[config.mk]
export PLATFORM = sky130hd
export DESIGN_NAME = fpp_protect
export DESIGN_NICKNAME = d
export VERILOG_FILES = /design/src/fpp_pkg.sv /design/src/fpp_protect.sv
export VERILOG_INCLUDE_DIRS = /design/src
export SDC_FILE = /design/constraint.sdc
export NUM_CORES = 1
export LEC_CHECK = 0
export BUFFER_PORTS_ARGS = -buffer_cell sky130_fd_sc_hd__buf_4
export CAP_MARGIN = 10
export CORE_MARGIN = 2
export CORE_UTILIZATION = 47
export DETAILED_ROUTE_END_ITERATION = 6
export PLACE_DENSITY = 0.8
export SLEW_MARGIN = 15
export SYNTH_ARGS = -nofsm -noshare
export SYNTH_HDL_FRONTEND = slang
export SYNTH_SLANG_ARGS = --single-unit
[constraint.sdc]
create_clock -name core_clk -period 2.9 [get_ports core_clk]
set_input_delay 0.145 -clock core_clk [delete_from_list [all_inputs] [get_ports core_clk]]
set_output_delay 0.145 -clock core_clk [all_outputs]
set_load 0.1 [all_outputs]
[src/fpp_map.svh]
`ifndef FPP_MAP_SVH
`define FPP_MAP_SVH
// Special function register address of the program store control register
`define FPP_PSC_ADDR      8'h8f
// Field positions inside the program store control register
`define FPP_PSC_WE_BIT    0
`define FPP_PSC_EE_BIT    1
// Reset value of the program store control register
`define FPP_PSC_RESET     8'h00
// Page size and the bit where the page number starts in a flash address
`define FPP_PAGE_BYTES    512
`define FPP_PAGE_SHIFT    9
// Erased value of the lock byte: nothing locked
`define FPP_LOCK_ERASED   8'hff
// Cycles a flash write or erase keeps the engine busy (shortened default)
`define FPP_OP_CYCLES     16'h0010
`endif

[src/fpp_pkg.sv]
package fpp_pkg;
  // Flash engine states, one-hot
  typedef enum logic [2:0] {
    FPP_IDLE  = 3'b001,
    FPP_BUSY  = 3'b010,
    FPP_DONE  = 3'b100
  } fpp_state_t;
endpackage : fpp_pkg

[src/fpp_protect.sv]
`timescale 1ns/1ps
`default_nettype none
`include "fpp_map.svh"

module fpp_protect #(
  parameter int          ADDR_W    = 15,
  parameter logic [15:0] OP_CYCLES = `FPP_OP_CYCLES
) (
  // Clock and synchronous reset
  input  wire logic              core_clk,
  input  wire logic              nrst,
  // Special function register port
  input  wire logic              sfr_wr,
  input  wire logic [7:0]        sfr_addr,
  input  wire logic [7:0]        sfr_wdata,
  output logic      [7:0]        sfr_rdata,
  // Firmware MOVX write and code location
  input  wire logic              movx_wr,
  input  wire logic [ADDR_W-1:0] movx_addr,
  input  wire logic [7:0]        movx_data,
  input  wire logic [ADDR_W-1:0] exec_addr,
  input  wire logic              key_ok,
  // Supply monitor state
  input  wire logic              vmon_en,
  input  wire logic              vmon_rst_en,
  // Two-wire debug port requests
  input  wire logic              dbg_wr,
  input  wire logic              dbg_erase,
  input  wire logic              debug_full_device_erase,
  input  wire logic [ADDR_W-1:0] dbg_addr,
  input  wire logic [7:0]        dbg_data,
  // Lock byte value stored in flash
  input  wire logic [7:0]        lock_byte_nv,
  // Interrupts
  input  wire logic              irq_req,
  output logic                   irq_hold,
  // Flash engine commands
  output logic                   fl_write,
  output logic                   fl_page_erase,
  output logic                   fl_mass_erase,
  output logic      [ADDR_W-1:0] fl_addr,
  output logic      [7:0]        fl_data,
  output logic                   xram_wr,
  // Reset request and cause
  output logic                   flash_error_device_reset,
  output logic                   flash_fault_reset_flag
);

  ////////////////////////////////////////////////////////////////////////////
  localparam logic [ADDR_W-1:0] LOCK_ADDR = {ADDR_W{1'b1}} - ADDR_W'(`FPP_PAGE_BYTES);
  localparam int PAGE_W = ADDR_W - `FPP_PAGE_SHIFT;

  logic                store_write_enable;
  logic                store_erase_enable;
  logic [7:0]          lock_eff;
  logic                lock_written;
  logic                pending_reset;
  logic [15:0]         op_cnt;
  fpp_pkg::fpp_state_t state;

  // Page number of a flash address
  function automatic logic [PAGE_W-1:0] page_of(input logic [ADDR_W-1:0] a);
    page_of = a[ADDR_W-1:`FPP_PAGE_SHIFT];
  endfunction : page_of

  // Locked test shared by firmware and debug checks
  function automatic logic is_locked(input logic [ADDR_W-1:0] a, input logic [7:0] lb);
    logic [7:0] n;
    n = ~lb;
    // Count compared at full byte width so large counts are never folded
    if (page_of(a) == page_of(LOCK_ADDR)) begin
      is_locked = (lb != `FPP_LOCK_ERASED);
    end else begin
      is_locked = (8'(page_of(a)) < n);
    end
  endfunction : is_locked

  ////////////////////////////////////////////////////////////////////////////
  // Decode of the firmware and debug accesses
  logic fw_flash, fw_erase, lock_pg, tgt_locked, exec_locked, fw_bad, dbg_bad;
  always_comb begin
    fw_flash    = movx_wr && store_write_enable && state == fpp_pkg::FPP_IDLE;
    fw_erase    = fw_flash && store_erase_enable;
    lock_pg     = page_of(movx_addr) == page_of(LOCK_ADDR);
    tgt_locked  = is_locked(movx_addr, lock_eff);
    exec_locked = is_locked(exec_addr, lock_eff);
    fw_bad      = fw_flash && (!vmon_en || !vmon_rst_en
                  || (tgt_locked && !exec_locked)
                  || (fw_erase && lock_pg)
                  || (!fw_erase && movx_addr == LOCK_ADDR && lock_written));
    dbg_bad     = (dbg_wr || dbg_erase) && (is_locked(dbg_addr, lock_eff)
                  || (dbg_wr && dbg_addr == LOCK_ADDR && lock_written));
  end

  ////////////////////////////////////////////////////////////////////////////
  // Control register; upper bits are not stored
  always_ff @(posedge core_clk) begin
    if (!nrst) begin
      store_write_enable <= 1'b0;
      store_erase_enable <= 1'b0;
    end else if (sfr_wr && sfr_addr == `FPP_PSC_ADDR) begin
      store_write_enable <= sfr_wdata[`FPP_PSC_WE_BIT];
      store_erase_enable <= sfr_wdata[`FPP_PSC_EE_BIT];
    end
  end

  // Read data, reserved bits zero
  always_ff @(posedge core_clk) begin
    if (!nrst) begin
      sfr_rdata <= `FPP_PSC_RESET;
    end else if (sfr_addr == `FPP_PSC_ADDR) begin
      sfr_rdata <= {6'h00, store_erase_enable, store_write_enable};
    end else begin
      sfr_rdata <= 8'h00;
    end
  end

  ////////////////////////////////////////////////////////////////////////////
  // Effective lock captured only at reset, so a new lock byte waits a reset
  always_ff @(posedge core_clk) begin
    if (!nrst) begin
      lock_eff     <= `FPP_LOCK_ERASED;
      lock_written <= 1'b0;
    end else if (debug_full_device_erase) begin
      lock_eff     <= `FPP_LOCK_ERASED;
      lock_written <= 1'b0;
    end else if (state == fpp_pkg::FPP_DONE && op_cnt == 16'h0000) begin
      lock_eff     <= lock_byte_nv;
      lock_written <= (lock_byte_nv != `FPP_LOCK_ERASED);
    end else if (fw_flash && !fw_bad && movx_addr == LOCK_ADDR) begin
      lock_written <= 1'b1;
    end
  end

  ////////////////////////////////////////////////////////////////////////////
  // Post-reset load uses DONE with zero count; busy flash op holds interrupts
  always_ff @(posedge core_clk) begin
    if (!nrst) begin
      state  <= fpp_pkg::FPP_DONE;
      op_cnt <= 16'h0000;
    end else begin
      unique case (state)
        fpp_pkg::FPP_IDLE: begin
          if (fw_flash && !fw_bad) begin
            state  <= fpp_pkg::FPP_BUSY;
            op_cnt <= OP_CYCLES;
          end
        end
        fpp_pkg::FPP_BUSY: begin
          if (op_cnt == 16'h0001) begin
            state <= fpp_pkg::FPP_IDLE;
          end
          op_cnt <= op_cnt - 16'h0001;
        end
        fpp_pkg::FPP_DONE: begin
          state <= fpp_pkg::FPP_IDLE;
        end
      endcase
    end
  end

  // Interrupt hold while an operation runs
  always_ff @(posedge core_clk) begin
    if (!nrst) begin
      irq_hold <= 1'b0;
    end else begin
      irq_hold <= irq_req && ((fw_flash && !fw_bad) || state == fpp_pkg::FPP_BUSY
                  && op_cnt != 16'h0001);
    end
  end

  ////////////////////////////////////////////////////////////////////////////
  // Flash commands; a refused debug access simply issues nothing
  always_ff @(posedge core_clk) begin
    if (!nrst) begin
      fl_write      <= 1'b0;
      fl_page_erase <= 1'b0;
      fl_mass_erase <= 1'b0;
      fl_addr       <= '0;
      fl_data       <= 8'h00;
      xram_wr       <= 1'b0;
    end else begin
      fl_write      <= (fw_flash && !fw_erase && !fw_bad)
                       || (dbg_wr && !dbg_bad);
      fl_page_erase <= (fw_erase && !fw_bad)
                       || (dbg_erase && !dbg_bad);
      fl_mass_erase <= debug_full_device_erase;
      fl_addr       <= fw_flash ? movx_addr : dbg_addr;
      fl_data       <= fw_flash ? movx_data : dbg_data;
      xram_wr       <= movx_wr && !store_write_enable;
    end
  end

  // Error reset pulse; the cause flag survives the reset it triggers
  always_ff @(posedge core_clk) begin
    if (!nrst) begin
      flash_error_device_reset <= 1'b0;
      pending_reset            <= 1'b0;
    end else begin
      flash_error_device_reset <= fw_bad;
      pending_reset            <= fw_bad;
    end
  end

  // Sticky cause flag: set on error, cleared by a reset that had no error
  always_ff @(posedge core_clk) begin
    if (!nrst) begin
      flash_fault_reset_flag <= pending_reset;
    end
  end

  ////////////////////////////////////////////////////////////////////////////
  // The error pulse pulls reset low at once, so bad_resets_a, cause_flag_a and vmon_gate_a gate on nrst instead of disabling
  bad_resets_a: assert property (@(posedge core_clk)
    nrst && fw_bad |=> flash_error_device_reset) else $error("fault no reset");
  cause_flag_a: assert property (@(posedge core_clk)
    !nrst && pending_reset |=> flash_fault_reset_flag) else $error("cause lost");
  dbg_quiet_a: assert property (@(posedge core_clk) disable iff (!nrst)
    (dbg_bad && !fw_bad) |=> !flash_error_device_reset)
    else $error("debug reset");
  mass_unlock_a: assert property (@(posedge core_clk) disable iff (!nrst)
    debug_full_device_erase |=> lock_eff == `FPP_LOCK_ERASED && fl_mass_erase)
    else $error("no unlock");
  vmon_gate_a: assert property (@(posedge core_clk)
    nrst && fw_flash && !(vmon_en && vmon_rst_en)
    |=> flash_error_device_reset && !fl_write && !fl_page_erase)
    else $error("vmon write");
  erase_both_a: assert property (@(posedge core_clk) disable iff (!nrst)
    fl_page_erase && !$past(dbg_erase) |-> $past(store_erase_enable && store_write_enable))
    else $error("bad erase");
  ctl_read_a: assert property (@(posedge core_clk) disable iff (!nrst)
    sfr_rdata[7:2] == 6'h00) else $error("reserved set");
  xram_route_a: assert property (@(posedge core_clk) disable iff (!nrst)
    (movx_wr && store_write_enable) |=> !xram_wr) else $error("xram hit");
  lock_held_a: assert property (@(posedge core_clk) disable iff (!nrst)
    !debug_full_device_erase && state != fpp_pkg::FPP_DONE |=> $stable(lock_eff))
    else $error("lock moved");

endmodule : fpp_protect
`default_nettype wire

==> flow_summary.ini, run 1 <==
[floorplanning]
initial_core_util = 0.4933
die_w_um = 83.30
boundary_pin_count = 134
die_area_um2 = 6938
die_height_um = 83.30
core_region_area_um2 = 5991
num_rows = 28

[layout]
design.final.nets = 574
layout.area.seq_um2 = 1251
final-instance-count-excl-fill = 541
final_core_util = 0.6807
layout-area-overhead-vs-synth_pct = 37.98
multi_input_gate_area_um2 = 1598
nFillCells = 506
num_antenna_cells = 0
drive_above_1_share = 0.3004

[pwr]
power_density_relative_to_cell_area_nw_per_um2 = 576.4
vdd_drop_max_uv = 341.0
report.power.total_mw = 2.350
p_leak_nw = 1.807

[setup_path]
cp.depth = 7
startpoint_to_endpoint_class_of_the_critical_path = register to register
crit_required_ns = 3.10
timing.reg2reg.worst_path_depth = 7
timing.critical_path.arrival_ns = 2.82
startpoint_type = register
critical_path.endpoint_type = register
timing.critical_path.fanout_max = 10
crit_path_top_delay_cell = or4_4
critical_path_cell_list = or4_4 > or3_1 > nor3_1 > and4b_1 > buf_4 > mux2i_1 > nand2_1
worstPathBufferInverterCount = 1
slowest_delay_ns = 0.58
crit_family = simple AND/OR/NAND/NOR gates

[clock_network]
cts-resized-gates = 0
htree_levels = 3
cts_made_buffers = 9
post_cts_setup_bufs = 0
clockRootBuffer = clkbuf_8
cts_buffer_depth = 2
insertion_delay_ns = 0.35
clkSlewWorstSetupHoldPaths_ns = 0.06
numClockSinks = 62
tritoncts = yes
cts_hold_repair.buffers = 0

[drt]
drc = 0
route.detailed.wl_per_inst_um = 15.16
drt-total-wl_um = 8204
initialDrtViolationCount = 131
route.vias.total = 3026
via_cell_ratio = 5.593
detail_route.first_pass.iterations = 5
antenna_violating_nets_post_route = 0

[global_routing]
grt_pass1_wl_um = 13210
global_route.usage.total = 0.2333
grt_max_degree = 43
number_of_global_route_vias_before_repair = 2834
antenna_violations_before_repair = 0
globalRouteOverflowTotal = 0

[placed_design]
routabilityCongestion = 0.8799
portBuffers = 111
dpl.hpwl_um = 6139
pre_cts_ws_ns = 0.3155
placedCellCount = 525

[synthesis]
ys_seq_area_frac = 0.4234
post_synth_num_cell_types = 49
synthesis.yosys.warnings = 0
synthMostInstantiatedCell = nand2_1
netlist_instances = 346
synth_edf_count = 1
synth.ff_latch_count = 62
async_reset_ff_frac = 0
ys_dominant_reg_cell = dfxtp_1
post-synth-top-area-cell = dfxtp_1
ys_top_cells_by_count = nand2_1, dfxtp_1, a21oi_1
synth.area.top_cells = dfxtp_1, nand2_1, ha_1, a21oi_1, mux2i_1
avgSynthCellArea_um2 = 8.541
syn-cell-area_um2 = 2955
synth_top_cell_area_share = 0.4132

[timing]
share_of_the_cycle_needed_by_the_critical_path_after_routing = 0.9039
worst-slew-pin-transition_ns = 0.6464
setup_violators_final = 0
max_clock_freq_mhz = 381.5
finalWorstSetupSlack_ns = 0.2787
final_period_minus_worst_setup_slack_ns = 2.621
grt_setup_unrepaired = false
timing.final.max_slew_violations = 0
worst_slew_margin_rel = 0.5651
fin_setup_tns_ns = 0
final_hold_viol_count = 0
clock_skew_ns = 0.01006

[job]
max_cap_violation_count = 0

[run_status]
status = finished clean

[min_path]
number_of_cells_on_the_worst_hold_path = 2
hold_path.class = input pin to register
## metrics by stage
stage / cell area [µm²] / hold slack, ns
2_1_floorplan: 2974 / 0.2588
3_3_place_gp: 3862 / 0.3605
3_5_place_dp: 3862 / 0.3658
4_1_cts: 4078 / 0.005502
5_1_grt: 4078 / 0.02727
6_report: 4078 / 0.01564
## metal layers
metal  routed length, µm  vias up  global-route usage
met5                   0        -                   0
met4                 156        0             0.09687
li1                    -     1476                   -
met2                3835      133              0.3864
met1                3570     1400              0.2906
met3                 640       17             0.05467
## where the power goes
| part | switching (mW) | internal [mW] |
|---|---|---|
| Combinational | 0.366 | 0.207 |
| Clock | 0.333 | 0.505 |
| Sequential | 0.0344 | 0.904 |
| Total | 0.734 | 1.62 |
## flip-flops by register name, summed over array words and instances (netlist names)
signal	flops
fl_page_erase	1
fl_data	8
state	3
xram_wr	1
fl_write	1
store_erase_enable	1
fl_mass_erase	1
irq_hold	1
lock_written	1
pending_reset	1
fl_addr	15
sfr_rdata	2
flash_fault_reset_flag	1
lock_eff	8
store_write_enable	1
op_cnt	16
## cell families (layout without fill, tap and decap cells)
kind of cell,after synthesis,after routing,share of synthesized area
adder cells (fa/ha/maj),17,17,0.07197
multiplexers,9,9,0.03091
other,1,6,0.001269
XOR/XNOR,2,2,0.005928
flip-flops,62,62,0.4234
AO/OA/AOI/OAI,85,85,0.1846
buffers and inverters,26,141,0.04233
AND/OR/NAND/NOR,144,144,0.2396
## area by class of cell
cell class	instances	share of cell area
timing repair buffer	120	0.2209
sequential	62	0.3068
inverter	5	0.004603
multi-input combinational	263	0.3918
tap	75	0.02301
clock buffer	12	0.03559
clock inverter	4	0.01718
## cells in the final DEF, fill, tap and decap left out, drive strengths merged, types with 2 or more instances in the layout
| cell | netlist | routed |
|---|---|---|
| nor3 | 10 | 10 |
| o211ai | 8 | 8 |
| nand3 | 7 | 7 |
| o31ai | 4 | 4 |
| and3 | 4 | 4 |
| nand2b | 5 | 5 |
| nor3b | 5 | 5 |
| nor4 | 2 | 2 |
| or4 | 6 | 6 |
| o21a | 6 | 6 |
| a32o | 2 | 2 |
| clkinv | 1 | 3 |
| a2111oi | 3 | 3 |
| inv | 4 | 4 |
| conb | 1 | 6 |
| nand4 | 10 | 10 |
| nand2 | 67 | 67 |
| a21oi | 42 | 42 |
| nor2b | 3 | 3 |
| bufinv | 0 | 2 |
| or3 | 7 | 7 |
| a31oi | 2 | 2 |
| nor2 | 10 | 10 |
| o31a | 3 | 3 |
| or2 | 6 | 6 |
| dfxtp | 61 | 61 |
| buf | 8 | 120 |
| o221ai | 3 | 3 |
| ha | 17 | 17 |
| o21ai | 5 | 5 |
| mux2i | 8 | 8 |
| clkbuf | 13 | 12 |
## worst paths after layout
path,slack [ns],to,from
worst min-delay path,0.02,fl_mass_erase,debug_full_device_erase
worst max register to register,0.28,lock_eff[6],op_cnt[2]
worst min register to register,0.44,flash_fault_reset_flag,pending_reset
worst max-delay path,0.28,lock_eff[6],op_cnt[2]
(Power assumes the default switching activity.)
==> run 2, diff against run 1 <==
==> constraint.sdc (replaced) <==
create_clock -name core_clk -period 2.9 [get_ports core_clk]
set_input_delay 0.29 -clock core_clk [delete_from_list [all_inputs] [get_ports core_clk]]
set_output_delay 0.29 -clock core_clk [all_outputs]
set_load 0.1 [all_outputs]
==> flow_summary.ini, run 2 (synthesis results as in run 1) <==
[layout]
layout.area.seq_um2 = 1251
multi_input_gate_area_um2 = 1598
drive_above_1_share = 0.2974
layout-area-overhead-vs-synth_pct = 36.71
design.final.nets = 572
largest_reg_flops = 16
num_antenna_cells = 0
nFillCells = 514
max_flop_register = op_cnt
layout.cells.most_common_list = buf_4, nand2_1, dfxtp_1
top_regs = op_cnt (16), fl_addr (15)
final_core_util = 0.6744
final_common_cell = buf_4

[pwr]
net-switching-power_mw = 0.7296
cellInternalPower_mw = 1.527
pwr-share-seq = 0.416
combPwrFrac = 0.253
pwr-share-clk = 0.332
report.power.total_mw = 2.257
p_leak_nw = 1.783
power_density_relative_to_cell_area_nw_per_um2 = 558.6
power.switching_fraction = 0.3233
vdd_drop_max_uv = 330.8

[floorplanning]
die_w_um = 83.30
num_rows = 28
boundary_pin_count = 134
die_area_um2 = 6938
die_height_um = 83.30
initial_core_util = 0.4933
core_region_area_um2 = 5991

[drt]
route.vias.total = 2986
drc = 0
drt-total-wl_um = 8151
initialDrtViolationCount = 179
via_cell_ratio = 5.540
detail_route.first_pass.iterations = 4
route.detailed.wl_per_inst_um = 15.12
antenna_violating_nets_post_route = 0

[global_routing]
globalRouteOverflowTotal = 0
grt_pass1_wl_um = 13310
grt_max_degree = 43
number_of_global_route_vias_before_repair = 2802
global_route.usage.total = 0.2355
antenna_violations_before_repair = 0

[clock_network]
clkSlewWorstSetupHoldPaths_ns = 0.06
tritoncts = yes
clockRootBuffer = clkbuf_8
cts_buffer_depth = 2
cts-resized-gates = 0
insertion_delay_ns = 0.35
htree_levels = 3
numClockSinks = 62
cts_hold_repair.buffers = 0
post_cts_setup_bufs = 0
cts_made_buffers = 9

[timing]
setup_violators_final = 0
timing.hold.ws_ns = 0.1611
final_hold_viol_count = 0
worst-slew-pin-transition_ns = 0.6486
clock_skew_ns = 0.01297
final_period_minus_worst_setup_slack_ns = 2.601
timing.final.max_slew_violations = 0
grt_setup_unrepaired = false
fin_setup_tns_ns = 0
max_clock_freq_mhz = 384.4
worst_slew_margin_rel = 0.5636
share_of_the_cycle_needed_by_the_critical_path_after_routing = 0.8970

[setup_path]
timing.critical_path.arrival_ns = 2.81
critical_path.endpoint_type = register
timing.rr.end = lock_eff[7]
crit_start = op_cnt[2]
crit_required_ns = 3.11
timing.critical_path.fanout_max = 10
worstReg2RegStart = op_cnt[2]
startpoint_to_endpoint_class_of_the_critical_path = register to register
startpoint_type = register
r2r_slack_ns = 0.30
critical_path.endpoint = lock_eff[7]
timing.reg2reg.worst_path_depth = 7

[min_path]
hold_path.class = input pin to register

[run_status]
status = finished clean

[placed_design]
portBuffers = 111
dpl.hpwl_um = 5973
routabilityCongestion = 0.8700

[job]
max_cap_violation_count = 0
==> run 2: cell count changes in the layout (fill, tap and decap cells not counted) <==
cell / before / now
bufinv_16: 2 / 1
buf_4: 120 / 118
clkinvlp_4: 0 / 1
==> run 2: through the flow <==
| stage | cells | cell area [µm²] | setup slack [ns] |
|---|---|---|---|
| after floorplan | 351 | 2974 | 0.4872 |
| after global placement | 523 | 3847 | 0.3595 |
| after detailed placement | 523 | 3847 | 0.3176 |
| after CTS | 539 | 4040 | 0.2828 |
| after global routing | 539 | 4040 | 0.1380 |
| final | 539 | 4040 | 0.2988 |
==> run 2: how the worst min path moves through the flow <==
stage                            startpoint                     end  slack [ns]  cells past startpoint
floorplan                           movx_wr                 xram_wr        0.40                      2
global placement              pending_reset  flash_fault_reset_flag        0.43                      0
detailed placement            pending_reset  flash_fault_reset_flag        0.44                      0
CTS                 debug_full_device_erase           fl_mass_erase        0.16                      2
global route        debug_full_device_erase           fl_mass_erase        0.17                      2
finish              debug_full_device_erase           fl_mass_erase        0.16                      2
==> run 2: final cells by class <==
cell class,count,share of cell area
multi-input combinational,263,0.3955
clock inverter,4,0.01177
clock buffer,12,0.03592
inverter,5,0.004645
tap,75,0.02323
timing repair buffer,118,0.2193
sequential,62,0.3097
==> run 2: power groups by stage <==
stage                     clock, mW  sequential, mW  combinational [mW]
after floorplan                   0            1.10               0.243
after CTS                     0.755           0.937               0.570
after global routing          0.788           0.944               0.612
after detailed placement          0           0.956               0.567
after global placement            0           0.954               0.557
final                         0.748           0.938               0.570
==> run 2: routing by layer <==
layer  wire, µm  share of wire  vias up  GRT usage
met5          0              0        -          0
met4        139          0.017        0     0.1028
met3        609          0.075       14    0.04871
met2       3834           0.47      129     0.3952
met1       3568           0.44     1370     0.2911
li1           -              -     1473          -
==> run 2: critical path, cell delays in order (launching register included) <==
cell	delay (ns)
dfxtp_1	0.35
or4_4	0.58
or3_1	0.46
nor3_1	0.32
and4b_1	0.27
buf_4	0.21
mux2i_1	0.22
nand2_1	0.07
